## src/common/ssms_pkg.sv

```systemverilog
// Constants, state codes and carrier types of the special-mode selector.
package ssms_pkg;
  localparam int MM_W_DEF = 16;
  localparam int AW = 8;
  localparam logic [1:0] HTRANS_NONSEQ = 2'h2;
  localparam logic [AW-1:0] REG_CONFIG = 8'h00;
  localparam logic [AW-1:0] REG_RAMP = 8'h04;
  localparam logic [AW-1:0] REG_STATUS = 8'h08;
  localparam logic [AW-1:0] REG_SELECT = 8'h0C;
  localparam logic [AW-1:0] REG_DIAG = 8'h10;
  localparam logic [AW-1:0] REG_IRQ_STAT = 8'h14;
  localparam logic [AW-1:0] REG_IRQ_MASK = 8'h18;
  localparam int CFG_HOLD_BIT = 0;
  localparam int CFG_BRAKE_BIT = 1;
  localparam int ST_EMERG_BIT = 0;
  localparam int ST_STAND_BIT = 1;
  localparam int ST_MOTION_BIT = 2;
  localparam int ST_NORMAL_BIT = 3;
  localparam int ST_HOLD_BIT = 4;
  localparam int ST_TRANS_BIT = 26;
  localparam int SEL_EMERG_BIT = 0;
  localparam int SEL_STAND_BIT = 1;
  localparam int SEL_MOTION_BIT = 2;
  localparam int IRQ_W = 3;
  localparam int IRQ_EMERG_BIT = 0;
  localparam int IRQ_STAND_BIT = 1;
  localparam int IRQ_TRANS_BIT = 2;
  localparam logic [1:0] CFG_RST = 2'h0;
  localparam logic [15:0] RAMP_RST = 16'h0100;
  localparam logic [IRQ_W-1:0] MASK_RST = 3'h0;
  localparam logic [15:0] DIAG_NONE = 16'h0000;
  localparam logic [15:0] DIAG_MOTION = 16'h0300;
  localparam logic [15:0] DIAG_EMERG = 16'h0320;
  localparam logic [15:0] DIAG_ST_TORQUE = 16'h0321;
  localparam logic [15:0] DIAG_ST_HOLD = 16'h0322;
  typedef enum logic [4:0] {
    S_NORMAL = 5'h01,
    S_MOTION = 5'h02,
    S_TRANS = 5'h04,
    S_EMERG = 5'h08,
    S_STAND = 5'h10
  } ssms_state_type;
  typedef struct packed {
    logic emergency_select_input;
    logic mode_select_input;
    logic enabling_control_input;
  } ssms_sel_type;
  typedef struct packed {
    logic torque_removal;
    logic brake_control;
    logic operating_hold;
    logic ramp_then_torque_off;
    logic ramp_then_hold;
  } ssms_fn_type;
endpackage : ssms_pkg

```

## src/ssms_selector.sv

```systemverilog
// Safety special-mode selector with emergency and standstill modes and AHB-Lite registers.
// Operation
// - Emergency selection always heads for emergency mode.
// - Emergency evaluated independently, highest priority.
// - Emergency entered only after torque-off stop ramp.
// - Emergency applies torque removal, brake if configured.
// - Emergency active shows its diagnostic code.
// - Emergency selection presence is readable.
// - Emergency-active status bit is readable.
// - During a stop ramp, previous code and functions stay.
// - In-transition status bit sits at position 26.
// - Standstill variant: torque removal or operating hold.
// - Torque-off variant adds brake when configured.
// - Standstill on mode-select alone, no higher selection.
// - Standstill stop ramp chosen by configured variant.
// - Emergency to torque-off standstill switches directly.
// - Each standstill variant has its own diagnostic code.
// - Standstill selection presence is readable.
// - Standstill-active status bit is readable.
//
// Chosen here: the AHB-Lite interface to the registers and the register addresses.
`timescale 1ns/1ps
module ssms_selector #(
  parameter int MM_W = ssms_pkg::MM_W_DEF
) (
  input wire logic clk,
  input wire logic rst_b,
  input wire logic hsel,
  input wire logic [31:0] haddr,
  input wire logic [1:0] htrans,
  input wire logic hwrite,
  input wire logic [2:0] hsize,
  input wire logic [31:0] hwdata,
  input wire logic hready,
  output logic hreadyout,
  output logic hresp,
  output logic [31:0] hrdata,
  input wire ssms_pkg::ssms_sel_type sel_in,
  input wire logic [MM_W-1:0] motion_mode_select_input,
  output ssms_pkg::ssms_fn_type fn_out,
  output logic [15:0] diag_code,
  output logic in_transition,
  output logic irq
);
  import ssms_pkg::*;

  if (MM_W < 1 || MM_W > 16) begin : g_bad_width
    $error("MM_W must lie between 1 and 16.");
  end

  localparam int PW = MM_W + 3;

  function automatic ssms_state_type pick_target(input logic es, input logic ms,
                                                 input logic ec, input logic any_mm);
    if (es) begin
      pick_target = S_EMERG;
    end else if (ms && ec && any_mm) begin
      pick_target = S_MOTION;
    end else if (ms) begin
      pick_target = S_STAND;
    end else begin
      pick_target = S_NORMAL;
    end
  endfunction : pick_target

  // Pin synchroniser; a filtered bit follows once stages two and three agree.
  logic [PW-1:0] sy1_q;
  logic [PW-1:0] sy2_q;
  logic [PW-1:0] sy3_q;
  logic [PW-1:0] flt_q;
  logic [PW-1:0] agree_w;

  always_ff @(posedge clk) begin
    if (!rst_b) begin
      sy1_q <= '0;
      sy2_q <= '0;
      sy3_q <= '0;
    end else begin
      sy1_q <= {sel_in, motion_mode_select_input};
      sy2_q <= sy1_q;
      sy3_q <= sy2_q;
    end
  end

  assign agree_w = ~(sy2_q ^ sy3_q);

  always_ff @(posedge clk) begin
    if (!rst_b) begin
      flt_q <= '0;
    end else begin
      flt_q <= (flt_q & ~agree_w) | (sy2_q & agree_w);
    end
  end

  ssms_sel_type sel_w;
  logic any_mm_w;
  ssms_state_type tgt_w;

  assign sel_w = flt_q[PW-1:MM_W];
  assign any_mm_w = |flt_q[MM_W-1:0];
  assign tgt_w = pick_target(sel_w.emergency_select_input, sel_w.mode_select_input,
                             sel_w.enabling_control_input, any_mm_w);

  // Configuration registers written over the bus.
  logic [1:0] cfg_q;
  logic [15:0] ramp_q;
  logic [IRQ_W-1:0] mask_q;
  logic cfg_hold;
  logic cfg_brake;

  assign cfg_hold = cfg_q[CFG_HOLD_BIT];
  assign cfg_brake = cfg_q[CFG_BRAKE_BIT];

  // Mode sequencer.
  ssms_state_type state_q;
  ssms_state_type prev_q;
  ssms_state_type tgt_q;
  ssms_state_type last_q;
  logic ss2_q;
  logic stand_hold_q;
  logic [15:0] cnt_q;
  logic ramp_done;
  logic need_ramp;

  assign ramp_done = cnt_q >= ramp_q;
  // Emergency always ramps; standstill ramps unless leaving emergency into variant one.
  assign need_ramp = (tgt_w == S_EMERG) ||
                     (tgt_w == S_STAND && !(state_q == S_EMERG && !cfg_hold));

  always_ff @(posedge clk) begin
    if (!rst_b) begin
      state_q <= S_NORMAL;
      prev_q <= S_NORMAL;
      tgt_q <= S_NORMAL;
      ss2_q <= 1'b0;
      stand_hold_q <= 1'b0;
      cnt_q <= 16'h0000;
    end else begin
      if (cnt_q != 16'hFFFF) begin
        cnt_q <= cnt_q + 16'h0001;
      end
      unique case (state_q)
        S_NORMAL, S_MOTION, S_EMERG, S_STAND: begin
          if (tgt_w != state_q) begin
            if (need_ramp) begin
              state_q <= S_TRANS;
              tgt_q <= tgt_w;
              ss2_q <= (tgt_w == S_STAND) && cfg_hold;
              cnt_q <= 16'h0000;
            end else begin
              state_q <= tgt_w;
              prev_q <= tgt_w;
              stand_hold_q <= 1'b0;
            end
          end
        end
        S_TRANS: begin
          if (tgt_w != tgt_q) begin
            if (tgt_w == S_EMERG || tgt_w == S_STAND) begin
              tgt_q <= tgt_w;
              ss2_q <= (tgt_w == S_STAND) && cfg_hold;
              cnt_q <= 16'h0000;
            end else begin
              state_q <= tgt_w;
              prev_q <= tgt_w;
              stand_hold_q <= 1'b0;
            end
          end else if (ramp_done) begin
            state_q <= tgt_q;
            prev_q <= tgt_q;
            stand_hold_q <= ss2_q;
          end
        end
        default: begin
          state_q <= S_EMERG;
          prev_q <= S_EMERG;
        end
      endcase
    end
  end

  always_ff @(posedge clk) begin
    if (!rst_b) begin
      last_q <= S_NORMAL;
    end else begin
      last_q <= state_q;
    end
  end

  // Safety functions follow the last settled mode while a ramp runs.
  ssms_state_type eff_w;
  ssms_fn_type fn_d;
  logic [15:0] diag_d;

  assign eff_w = (state_q == S_TRANS) ? prev_q : state_q;

  always_comb begin
    fn_d.torque_removal = (eff_w == S_EMERG) ||
                          (eff_w == S_STAND && !stand_hold_q);
    fn_d.brake_control = fn_d.torque_removal && cfg_brake;
    fn_d.operating_hold = (eff_w == S_STAND) && stand_hold_q;
    fn_d.ramp_then_torque_off = (state_q == S_TRANS) && !ss2_q;
    fn_d.ramp_then_hold = (state_q == S_TRANS) && ss2_q;
  end

  always_comb begin
    unique case (eff_w)
      S_EMERG: diag_d = DIAG_EMERG;
      S_STAND: diag_d = stand_hold_q ? DIAG_ST_HOLD : DIAG_ST_TORQUE;
      S_MOTION: diag_d = DIAG_MOTION;
      default: diag_d = DIAG_NONE;
    endcase
  end

  always_ff @(posedge clk) begin
    if (!rst_b) begin
      fn_out <= '0;
      diag_code <= DIAG_NONE;
      in_transition <= 1'b0;
    end else begin
      fn_out <= fn_d;
      diag_code <= diag_d;
      in_transition <= (state_q == S_TRANS);
    end
  end

  // Readable status and selection words.
  logic [31:0] status_w;
  logic [31:0] select_w;

  always_comb begin
    status_w = 32'h0000_0000;
    status_w[ST_EMERG_BIT] = (state_q == S_EMERG);
    status_w[ST_STAND_BIT] = (state_q == S_STAND);
    status_w[ST_MOTION_BIT] = (state_q == S_MOTION);
    status_w[ST_NORMAL_BIT] = (state_q == S_NORMAL);
    status_w[ST_HOLD_BIT] = stand_hold_q;
    status_w[ST_TRANS_BIT] = (state_q == S_TRANS);
    select_w = 32'h0000_0000;
    select_w[SEL_EMERG_BIT] = sel_w.emergency_select_input;
    select_w[SEL_STAND_BIT] = (tgt_w == S_STAND);
    select_w[SEL_MOTION_BIT] = (tgt_w == S_MOTION);
  end

  // AHB-Lite slave: one wait state, then the data phase completes.
  logic take_w;
  logic pend_q;
  logic wr_q;
  logic [AW-1:0] addr_q;
  logic wr_en;
  logic [IRQ_W-1:0] irq_stat_q;
  logic [31:0] rd_w;

  assign take_w = hsel && htrans[1] && hready;
  assign wr_en = pend_q && wr_q;

  always_ff @(posedge clk) begin
    if (!rst_b) begin
      pend_q <= 1'b0;
      wr_q <= 1'b0;
      addr_q <= '0;
      hreadyout <= 1'b1;
      hresp <= 1'b0;
      hrdata <= 32'h0000_0000;
    end else if (take_w) begin
      pend_q <= 1'b1;
      wr_q <= hwrite;
      addr_q <= haddr[AW-1:0];
      hreadyout <= 1'b0;
    end else if (pend_q) begin
      pend_q <= 1'b0;
      hreadyout <= 1'b1;
      if (!wr_q) begin
        hrdata <= rd_w;
      end
    end
  end

  always_comb begin
    unique case (addr_q)
      REG_CONFIG: rd_w = {30'h0, cfg_q};
      REG_RAMP: rd_w = {16'h0, ramp_q};
      REG_STATUS: rd_w = status_w;
      REG_SELECT: rd_w = select_w;
      REG_DIAG: rd_w = {16'h0, diag_code};
      REG_IRQ_STAT: rd_w = {29'h0, irq_stat_q};
      REG_IRQ_MASK: rd_w = {29'h0, mask_q};
      default: rd_w = 32'h0000_0000;
    endcase
  end

  always_ff @(posedge clk) begin
    if (!rst_b) begin
      cfg_q <= CFG_RST;
      ramp_q <= RAMP_RST;
      mask_q <= MASK_RST;
    end else if (wr_en) begin
      if (addr_q == REG_CONFIG) begin
        cfg_q <= hwdata[1:0];
      end
      if (addr_q == REG_RAMP) begin
        ramp_q <= hwdata[15:0];
      end
      if (addr_q == REG_IRQ_MASK) begin
        mask_q <= hwdata[IRQ_W-1:0];
      end
    end
  end

  // Sticky events; a new event wins over a write-one clear in the same cycle.
  logic [IRQ_W-1:0] ev_w;
  logic [IRQ_W-1:0] clr_w;

  always_comb begin
    ev_w = '0;
    ev_w[IRQ_EMERG_BIT] = (state_q == S_EMERG) && (last_q != S_EMERG);
    ev_w[IRQ_STAND_BIT] = (state_q == S_STAND) && (last_q != S_STAND);
    ev_w[IRQ_TRANS_BIT] = (state_q == S_TRANS) && (last_q != S_TRANS);
    clr_w = (wr_en && addr_q == REG_IRQ_STAT) ? hwdata[IRQ_W-1:0] : '0;
  end

  always_ff @(posedge clk) begin
    if (!rst_b) begin
      irq_stat_q <= '0;
      irq <= 1'b0;
    end else begin
      irq_stat_q <= ev_w | (irq_stat_q & ~clr_w);
      irq <= |(irq_stat_q & mask_q);
    end
  end
endmodule : ssms_selector

```

## config.mk

```make
export PLATFORM = sky130hd
export DESIGN_NAME = ssms_selector
export DESIGN_NICKNAME = d
export VERILOG_FILES = /design/src/common/ssms_pkg.sv /design/src/ssms_selector.sv
export SDC_FILE = /design/constraint.sdc
export NUM_CORES = 1
export LEC_CHECK = 0
export ABC_AREA = 1
export BUFFER_PORTS_ARGS = -buffer_cell sky130_fd_sc_hd__buf_4
export CAP_MARGIN = 25
export CORE_MARGIN = 10
export CORE_UTILIZATION = 40
export DETAILED_ROUTE_END_ITERATION = 8
export MAX_ROUTING_LAYER = met4
export PLACE_DENSITY = 0.59
export SLEW_MARGIN = 10
export SYNTH_ARGS = -nofsm -noshare
export SYNTH_HDL_FRONTEND = slang
export SYNTH_SLANG_ARGS = --single-unit
```

## constraint.sdc

```tcl
create_clock -name clk -period 2.4 [get_ports clk]
set_input_delay 0.24 -clock clk [delete_from_list [all_inputs] [get_ports clk]]
set_output_delay 0.24 -clock clk [all_outputs]
set_load 0.005 [all_outputs]
```

Word-level counts from Yosys, hierarchy flattened:

Cells that the tools add are included.

* output and inout port bits: 57
* word-level logic and storage cells: 152
* register bits after elaboration: 204
* input bits: 93

* $lt $le $gt $ge: 1
* equal/unequal tests: 30
* bitwise operators: 12
* reductions and logical operators: 38
* add/sub/neg operators: 1
* muxes and demuxes: 42

Operators with widths (number)
* $pmux 27 s7: 1
* $mux 16: 5
* $mux 5: 15
* $and 19x19->19: 2
* $not 19->19: 2
* $pmux 16 s2: 1
* $pmux 10 s3: 1
* $pmux 5 s2: 3
* $eq 8x5->1 const B: 3
* $or 19x19->19: 1
* $xor 19x19->19: 1
* $logic_and 1x1->1: 17
* $add 16x1->16 const B: 1
* $eq 8x4->1 const B: 2
* $ge 16x16->1: 1
* $ne 16x16->1 const B: 1
* $reduce_or 16->1: 1
* $eq 5x2->1 const B: 3
* $eq 5x4->1 const B: 3
* $eq 5x5->1 const B: 3
* $mux 1: 12
* $ne 5x5->1: 2
* $reduce_and 5->1: 2
* $eq 8x3->1 const B: 1
* other kinds (25): 40

Logic depth before layout (Yosys ltp):

Gate-level depths: netlist of run 1.

* depth in word-level cells: 10
* depth in mapped cells: 15
* mapped depth without buffers: 15

Least setup slack after synthesis of run 1:

Ideal clock, no wire load.

* path type: register -> register
* start: register ramp_q[15]
* end: register prev_q[1]
* arrival: 1.788 ns
* buffers on the path: 0
* path slack: 0.497 ns
* cell stages (with the launch flop): 13
* required time: 2.285 ns
* cell sequence: dfxtp_1 inv_1 ha_1 nand2_1 nor4_1 nand3_1 nand3_1 nor2_1 nand2_1 nand3_1 nand2_1 nand2_1 and2_1

* longest elaborated chain between the ends: 3

Ends and longest elaborated chain
* start, declared: RTL line ssms_selector.sv:106 `logic [15:0] ramp_q;`
* start signal, assigned: RTL line ssms_selector.sv:302 `ramp_q <= hwdata[15:0];`
* $ge 16x16->1: RTL line ssms_selector.sv:125 `assign ramp_done = cnt_q >= ramp_q;`
* $ne 3x2->1 (no line)
* $reduce_and 4->1 (no line)
* end signal, assigned: RTL line ssms_selector.sv:152 `prev_q <= tgt_w;`
* end signal, assigned: RTL line ssms_selector.sv:165 `prev_q <= tgt_w;`
* end signal, assigned: RTL line ssms_selector.sv:170 `prev_q <= tgt_q;`
* end, declared: RTL line ssms_selector.sv:116 `ssms_state_type prev_q;`

No other way between the ends.
A chain may end at the register's enable or synchronous reset.

Worst setup path after layout of run 1:

Ends and elaborated chain as after synthesis.

==> summary.txt, run 1 <==
Slew @ Worst Pin = 0.538 ns
Setup TNS = 0 ns
Worst clock skew = 0.00916 ns
Die area = 0.0241 sq mm
Ranking of synthesized cells by area = dfxtp_1 (48%), nand2_1 (9.4%), inv_1 (7.1%)
Crit path kind = reg -> reg
Vias per cell = 4.70
Top-count cell post-synth = nand2_1
Clock transition at path regs = 0.07 ns
Fraction of layout cells with a size suffix above 1 = 16.2%
Area delta synth->final = 19.9%
Core area = 0.0180 sq mm
Clock sink count = 175
Vias in the first global route = 5839
Clock latency on the worst-skew pair = 0.43 ns
Die width = 155 um
Maximum number of pins on one net before global-route repair = 56
Crit end category = flip-flop
Gpl congestion = 0.904
Top_reg_cell synth = dfxtp_1
Status = finished, final reports clean
Crit path DAT = 2.48 ns
Crit-path most repeated cell = nand2_1
Crit path time final = 2.15 ns
Fmax = 465 MHz
CP Max Fanout = 5
Site row count = 49
Storage element area = 0.00350 sq mm
Wire per inst = 13.9 um
Initial antenna violation count = 0
CP max stage delay = 0.33 ns
Hold Violations, Final = 0
ANT nets after route = 0
Iteration-0 DRC count of the detailed router = 388
CTS Root Buffer Type = clkbuf_16
Element type at the critical path start = flip-flop
CTS Buf Count = 17
CTS tree = yes
Cell taking the most area after synthesis = dfxtp_1
H-Tree Depth = 4
RSZ-0062 raised after global routing = no
Top cell type's share of synthesized area = 47.9%
Tcrit/Tclk final = 89.6%
Yosys reg bits = 175
Worst min path class = in -> reg
First-pass GRT wire length = 29000 um
GR Overflow Total = 0
I/O pin count = 150
Critical-path cell list = inv_1 > ha_1 > nand2_1 > nor4_2 > nand3_1 > nand3_1 > nor2_1 > nand2_1 > nand3_1 > nand2_1 > nand2_1 > and2_1
Slowest CP cell = dfxtp_1
Routed wire length = 17800 um
Initial Utilization = 40.7%
Pwr dens = 807 mW/mm^2
Fillers = 1769
Crit path required time = 2.73 ns
GRT Total Usage = 15.1%
Drt pass-1 iters = 5
Setup Buffers After CTS = 0
Final net count = 1150
Post-Syn Area = 0.00731 sq mm
HPWL Detailed = 13000 um
Yosys warns = 0
Top cells by count, synth = nand2_1 (184), dfxtp_1 (175), inv_1 (138)
Clock Tree Buf Depth = 2
Final core utilization = 48.8%
Peak VDD IR = 0.625 mV
Max_slew headroom = 63.8%
Mean Syn Cell Area = 7.73 sq um
Distinct cells, synth = 46
Die Ht = 155 um
Pleak = 4.06 nW
Max-Cap Viols = 0
Area taken by multi-input logic gates = 0.00304 sq mm
Via count = 6024
Synth async-reset ratio = 0%
Number of synthesized flops with an enable pin = 0
Number of diodes = 0
Syn Inst Count = 946
Residual DRC = 0
Sequential share of the synthesized area = 47.9%
IO Port Bufs = 78
Final setup fails = 0
Max-slew violations = 0
==> cells in the final DEF, fill, tap and decap left out, types with 2 or more instances in the layout <==
master	netlist	layout
nand2_1	184	184
dfxtp_1	175	175
inv_1	138	138
buf_4	30	90
a21oi_1	84	84
nor2_1	75	75
o21ai_0	69	69
nand3_1	43	43
conb_1	1	27
ha_1	17	17
clkbuf_16	0	17
nor2_2	16	16
nand4_1	13	13
dlygate4sd3_1	0	13
nor3_1	11	11
nand2_2	5	5
xor2_1	5	5
nor3_2	4	4
o211ai_1	4	4
a31oi_1	4	4
o22ai_1	4	4
inv_8	0	4
nor2_4	3	3
inv_2	3	3
nand3_2	3	3
or2_2	3	3
inv_6	0	3
clkinv_2	0	3
clkinv_4	0	3
nand3b_1	2	2
nand2_4	2	2
nor4_2	1	2
o21bai_1	2	2
nor4_1	3	2
and2_1	2	2
o31ai_1	2	2
==> area by class of cell <==
cell class              count  share of cell area (%)
flip-flops and latches    175                    40.0
multi-input cells         600                    34.7
repair buffers            104                    9.42
inverters                 142                    6.08
clock buffers              17                    4.85
well taps                 229                    3.27
clock inverters            15                    1.71
==> path summary, 6_finish.rpt <==
path / startpoint / to / slack (ns) / cells past startpoint
setup / recovery: ramp_q[15]$_SDFFE_PN0P_ / prev_q[1]$_SDFFE_PN0P_ / 0.25 / 12
hold / removal: motion_mode_select_input[9] / sy1_q[9]$_SDFF_PN0_ / 0.01 / 3
setup reg to reg: ramp_q[15]$_SDFFE_PN0P_ / prev_q[1]$_SDFFE_PN0P_ / 0.25 / 12
hold reg to reg: sy1_q[3]$_SDFF_PN0_ / sy2_q[3]$_SDFF_PN0_ / 0.41 / 2
==> logic make-up (layout without fill, tap and decap cells) <==
family	Yosys count	after routing	share of synthesized area [%]
AO/OA/AOI/OAI	176	176	12.9
XOR/XNOR	6	6	0.822
adder cells (fa/ha/maj)	17	17	2.91
buffers and inverters	197	278	11.9
flip-flops	175	175	47.9
other	1	27	0.0513
AND/OR/NAND/NOR	374	374	23.5
==> stage by stage <==
step / worst slack [ns] / area (sq um) / hold slack (ns) / total power [W] / cells
after floorplan: 0.497 / 7410 / 0.324 / 0.00411 / 972
after global placement: 0.270 / 8050 / 0.395 / 0.00438 / 1237
after detailed placement: 0.234 / 8050 / 0.398 / 0.00439 / 1237
after CTS: 0.177 / 8760 / 0.00473 / 0.00713 / 1282
after global routing: 0.0557 / 8760 / 0.0174 / 0.00745 / 1282
final: 0.249 / 8760 / 0.0107 / 0.00707 / 1282
==> critical path, delay by kind of cell, from the launching register on <==
kind	cells	cell delay, ns
adders and majority gates	1	0.31
buffers and inverters	1	0.06
DFF	1	0.33
and+or+nand+nor	10	1.35
==> repair_timing <==
action,CTS,global route
endpoints found under the hold margin,13,0
setup endpoints to repair,0,4
hold buffers,13,0
resized for setup,0,1
==> power by group <==
part	internal [W]	leakage, nW	switching (W)
Sequential	0.00306	1.42	0.000112
Clock	0.00147	0.286	0.00126
Combinational	0.000428	2.36	0.000752
Total	0.00495	4.06	0.00212
==> metal layers <==
metal / up-vias / share of wire, % / global-route usage [%]
met3: 20 / 4.5 / 3.97
li1: 3159 / - / -
met5: - / 0 / -
met4: 0 / 2.0 / 5.35
met2: 144 / 43 / 21.5
met1: 2701 / 50 / 20.3
Power figures use the tool's default switching activity.
==> inputs of run 2 (changes only) <==
ABC_AREA = unset   (was 1)
==> summary.txt, run 2 <==
Residual DRC = 0
Final setup fails = 0
Element type at the critical path start = flip-flop
Top cells by count, synth = dfxtp_1 (175), nand2_1 (93), and2_1 (66)
Post-synthesis mux area share = 2.31%
Die Ht = 154 um
Die area = 0.0238 sq mm
Final core utilization = 49.7%
Top_reg_cell synth = dfxtp_1
Maximum number of pins on one net before global-route repair = 66
Hold Crit Depth = 2
Critical hold path startpoint = sel_in[1]
Initial Utilization = 40.5%
Hold_ws = 0.0243 ns
Number of synthesized flops with an enable pin = 0
Final worst slack = 0.0614 ns
Largest family of logic cells by synthesized area = simple AND/OR/NAND/NOR gates
Max_slew headroom = 59.1%
Synth Area in Adders = 2.95%
Hold Violations, Final = 0
Iteration-0 DRC count of the detailed router = 336
FF-to-FF setup slack = 0.06 ns
Area delta synth->final = 22.8%
Top-count cell post-synth = dfxtp_1
CTS Root Buffer Type = clkbuf_16
Crit path DAT = 2.69 ns
CTS tree = yes
Fraction of layout cells with a size suffix above 1 = 18.7%
Max-slew violations = 0
Fillers = 1694
Worst min path class = in -> reg
Vias in the first global route = 5457
Routed wire length = 16900 um
Site row count = 49
Fmax = 428 MHz
First-pass GRT wire length = 27800 um
Pleak = 3.52 nW
Post-Syn Area = 0.00722 sq mm
GR Overflow Total = 0
ANT nets after route = 0
DP Area = 0.00809 sq mm
Place WS = 0.0342 ns
Initial antenna violation count = 0
R2R cell count = 7
Worst r2r dst = prev_q[4]$_SDFFE_PN0P_
Gpl congestion = 0.867
Clock Tree Buf Depth = 2
Crit path kind = reg -> reg
Commonest non-fill, non-tap cell in the layout = dfxtp_1
Cell taking the most area after synthesis = dfxtp_1
Mean Syn Cell Area = 9.25 sq um
Clock sink count = 175
Status = finished, final reports clean
Die width = 154 um
Crit path time final = 2.34 ns
Core area = 0.0178 sq mm
CP max stage delay = 0.50 ns
Tcrit/Tclk final = 97.4%
Number of diodes = 0
Critical-path cell list = nor4_4 > nand4_4 > o211ai_1 > a211o_2 > a21bo_4 > or4_4 > o22ai_1
Top cell type's share of synthesized area = 48.5%
H-Tree Depth = 4
Post-synthesis xor/xnor area fraction = 1.58%
Clock latency on the worst-skew pair = 0.43 ns
Ranking of synthesized cells by area = dfxtp_1 (49%), and2_1 (5.7%), nand2_1 (4.8%)
Pwr dens = 766 mW/mm^2
Final Instance Area = 0.00886 sq mm
Crit end category = flip-flop
I/O pin count = 150
Vias per cell = 4.89
Drt pass-1 iters = 5
Yosys warns = 0
Sequential share of the synthesized area = 48.5%
Distinct cells, synth = 62
Final net count = 999
Worst clock skew = 0.00783 ns
Syn Inst Count = 780
Peak VDD IR = 0.607 mV
Compound-cell area share of the yosys netlist = 14.8%
Max-Cap Viols = 0
Synth async-reset ratio = 0%
Hold endpoint = sy1_q[17]$_SDFF_PN0_
RSZ-0062 raised after global routing = yes
Clock transition at path regs = 0.07 ns
Slew @ Worst Pin = 0.610 ns
Simple-gate area share of the yosys netlist = 23.3%
Commonest cells after routing, fill and taps aside = dfxtp_1 (172), buf_4 (114), nand2_1 (93)
Wire per inst = 14.9 um
Crit path required time = 2.75 ns
Via count = 5531
HPWL Detailed = 12200 um
CTS Buf Count = 17
CP Max Fanout = 8
GRT Total Usage = 14.6%
Slowest CP cell = or4_4
IO Port Bufs = 78
Yosys reg bits = 175
-- run 2: changes by cell type after synthesis, sizes merged, moves of 10 or more --
cell    previous run  this run
inv              141        30
nand2            191        94
a21oi             85         9
and2               2        66
nor2              94        40
a21boi             0        46
o21ai             71        41
nor2b              0        25
nand3             46        24
a22oi              0        13
clkbuf            20        32
mux2i              0        11
nand2b             0        10
-- run 2: where the power goes --
part	total [W]	internal [W]	leakage, nW	switching [W]
registers	0.00311	0.00301	1.42	0.0000954
logic	0.000853	0.000423	1.80	0.000430
clock network	0.00283	0.00157	0.296	0.00125
-- run 2: critical path: cells and delay by family (launching register included) --
family,cells,cell delay (ns)
and+or+nand+nor,3,1.09
AOI/OAI and AO/OA,4,0.84
DFF,1,0.34
-- run 2: final cells by class --
class                      count  area [sq um]  share of cell area (%)
timing repair buffer         128           996                    11.2
sequential                   175          3510                    39.6
clock buffer                  17           425                    4.80
inverter                      30           113                    1.27
clock inverter                15           175                    1.98
multi-input combinational    537          3360                    37.9
tap                          229           287                    3.23
-- run 2: per-stage QoR --
step           TNS (ns)  total power [W]  instances
2_1_floorplan         0          0.00376        806
3_3_place_gp          0          0.00399       1084
3_5_place_dp          0          0.00400       1084
4_1_cts               0          0.00685       1130
5_1_grt         -0.0733          0.00707       1131
6_report              0          0.00679       1131
-- run 2: logic make-up (layout without fill, tap and decap cells) --
group	count (synthesis)	in the layout
adder cells (fa/ha/maj)	17	17
other	1	27
AND/OR/NAND/NOR	313	313
XOR/XNOR	13	13
flip-flops	175	175
multiplexers	14	14
AO/OA/AOI/OAI	153	153
buffers and inverters	94	190
-- run 2: timing repair --
action	in CTS	in global routing
hold buffers	14	0
gates resized for setup	0	5
setup buffers	0	1
hold endpoints to repair	14	0
endpoints found under the setup margin	0	4
-- run 2: worst max path at each step --
stage / slack, ns / to
5_1_grt: -0.05 / stand_hold_q$_SDFFE_PN0P_
3_3_place_gp: 0.04 / stand_hold_q$_SDFFE_PN0P_
3_5_place_dp: 0.03 / prev_q[4]$_SDFFE_PN0P_
6_report: 0.06 / prev_q[4]$_SDFFE_PN0P_
2_1_floorplan: 0.25 / stand_hold_q$_SDFFE_PN0P_
4_1_cts: 0.01 / prev_q[4]$_SDFFE_PN0P_
-- run 2: routing by layer --
metal	vias to the layer above	GRT usage, %	routed length [um]
met1	2566	18.3	8240
met4	0	4.81	184
li1	2833	-	-
met3	16	4.33	802
met5	-	-	0
met2	116	22.2	7670
==> inputs of run 3 (changes only) <==
BUFFER_PORTS_ARGS = -buffer_cell sky130_fd_sc_hd__buf_2   (was -buffer_cell sky130_fd_sc_hd__buf_4)
==> summary.txt, run 3 (same netlist as run 2, synthesis figures left out) <==
IO Port Bufs = 78
CTS tree = yes
FF-to-FF setup slack = 0.05 ns
Commonest non-fill, non-tap cell in the layout = dfxtp_1
Area delta synth->final = 19.1%
Fraction of layout cells with a size suffix above 1 = 18.6%
Vias per cell = 4.89
Max-Cap Viols = 0
Net switching power = 0.00177 W
Status = finished, final reports clean
Final worst slack = 0.0496 ns
Non-Filler Instances = 1122
Place WS = 0.0455 ns
Highest Signal Layer = met4
Internal power = 0.00496 W
GR Overflow Total = 0
Hold Violations, Final = 0
Crit path DAT = 2.67 ns
Clock transition at path regs = 0.07 ns
Crit end category = flip-flop
CTS Buf Count = 17
Number of diodes = 0
Initial antenna violation count = 0
Slew @ Worst Pin = 0.626 ns
Die Ht = 154 um
Area taken by multi-input logic gates = 0.00336 sq mm
Clock sink count = 175
Crit path kind = reg -> reg
Storage element area = 0.00351 sq mm
Max_slew headroom = 58.3%
Final net count = 990
Vias in the first global route = 5348
Crit path required time = 2.72 ns
Site row count = 49
Fmax = 425 MHz
DRT met1 WL = 8030 um
Residual DRC = 0
Clock Tree Buf Depth = 2
Die width = 154 um
Gpl congestion = 0.854
Peak VDD IR = 0.543 mV
First-pass GRT wire length = 27300 um
Sequential share of power = 46.2%
Via count = 5488
H-Tree Depth = 4
Met3 wire length = 660 um
Die area = 0.0238 sq mm
HPWL Detailed = 12000 um
Crit path time final = 2.35 ns
Commonest cells after routing, fill and taps aside = dfxtp_1 (173), nand2_1 (93), buf_2 (77)
Fillers = 1715
CTS Root Buffer Type = clkbuf_16
Combinational share of power = 12.5%
I/O pin count = 150
RSZ-0062 raised after global routing = yes
Routed length on met2 = 7490 um
GRT Total Usage = 14.3%
Final setup fails = 0
Drt pass-1 iters = 5
Routed wire length = 16500 um
Iteration-0 DRC count of the detailed router = 393
Max-slew violations = 0
Dpl cells = 1078
CP Max Fanout = 5
ANT nets after route = 0
Pleak = 3.45 nW
Tcrit/Tclk final = 97.9%
Worst min path class = in -> reg
Initial Utilization = 40.5%
Element type at the critical path start = flip-flop
Pwr dens = 783 mW/mm^2
Clock latency on the worst-skew pair = 0.44 ns
Clock power frac = 41.3%
Worst clock skew = 0.00944 ns
Switch share = 26.4%
Maximum number of pins on one net before global-route repair = 90
Wire per inst = 14.7 um
Core area = 0.0178 sq mm
-- run 3: final cells by class --
cell class,count,share of cell area (%)
clock buffer,19,5.27
clock inverter,13,1.67
inverter,30,1.31
multi-input combinational,537,39.1
sequential,175,40.8
tap,229,3.33
timing repair buffer,119,8.56
-- run 3: what timing repair did --
| item | 4_1_cts | 5_1_grt |
|---|---|---|
| hold buffers | 9 | 0 |
| resized for setup | 0 | 5 |
| hold endpoints to repair | 9 | 0 |
| buffers inserted | 0 | 3 |
| endpoints found under the setup margin | 0 | 7 |
-- run 3: critical path, stage by stage (launching register included) --
cell and delay (ns):
dfxtp_2 0.34, nor4_4 0.35, nand4_2 0.25, o211ai_1 0.23
a211o_2 0.18, a21bo_4 0.24, or4_4 0.51, mux2i_1 0.14
-- run 3: metrics by stage --
stage | instance area [sq um] | utilization, % | hold slack [ns] | setup TNS (ns) | power, W
finish | 8600 | 48.2 | 0.0125 | 0 | 0.00673
CTS | 8560 | 48.0 | 0.000947 | 0 | 0.00677
detailed placement | 7870 | 44.1 | 0.418 | 0 | 0.00397
global route | 8600 | 48.2 | 0.00343 | -0.0374 | 0.00702
global placement | 7870 | 44.1 | 0.415 | 0 | 0.00397
floorplan | 7320 | - | 0.326 | 0 | 0.00376
-- run 3: final timing paths --
| check | start | end | cells after the start |
|---|---|---|---|
| worst max-delay path | flip-flop | stand_hold_q$_SDFFE_PN0P_ | 7 |
| worst min-delay path | motion_mode_select_input[0] | sy1_q[0]$_SDFF_PN0_ | 2 |
| worst max register to register | flip-flop | stand_hold_q$_SDFFE_PN0P_ | 7 |
| worst min register to register | sy1_q[13]$_SDFF_PN0_ | sy2_q[13]$_SDFF_PN0_ | 1 |
-- run 3: layer usage --
| metal | up-vias | global-route usage, % |
|---|---|---|
| li1 | 2826 | - |
| met1 | 2530 | 18.0 |
| met2 | 112 | 21.9 |
| met3 | 20 | 3.13 |
| met4 | 0 | 5.31 |
| met5 | - | - |
-- run 3: power by group through the flow --
stage                     clock [W]  sequential, W  combinational (W)
after global routing        0.00297        0.00313           0.000930
after floorplan                   0        0.00312           0.000645
after detailed placement          0        0.00318           0.000791
final                       0.00278        0.00311           0.000841
after CTS                   0.00285        0.00311           0.000809
after global placement            0        0.00318           0.000792
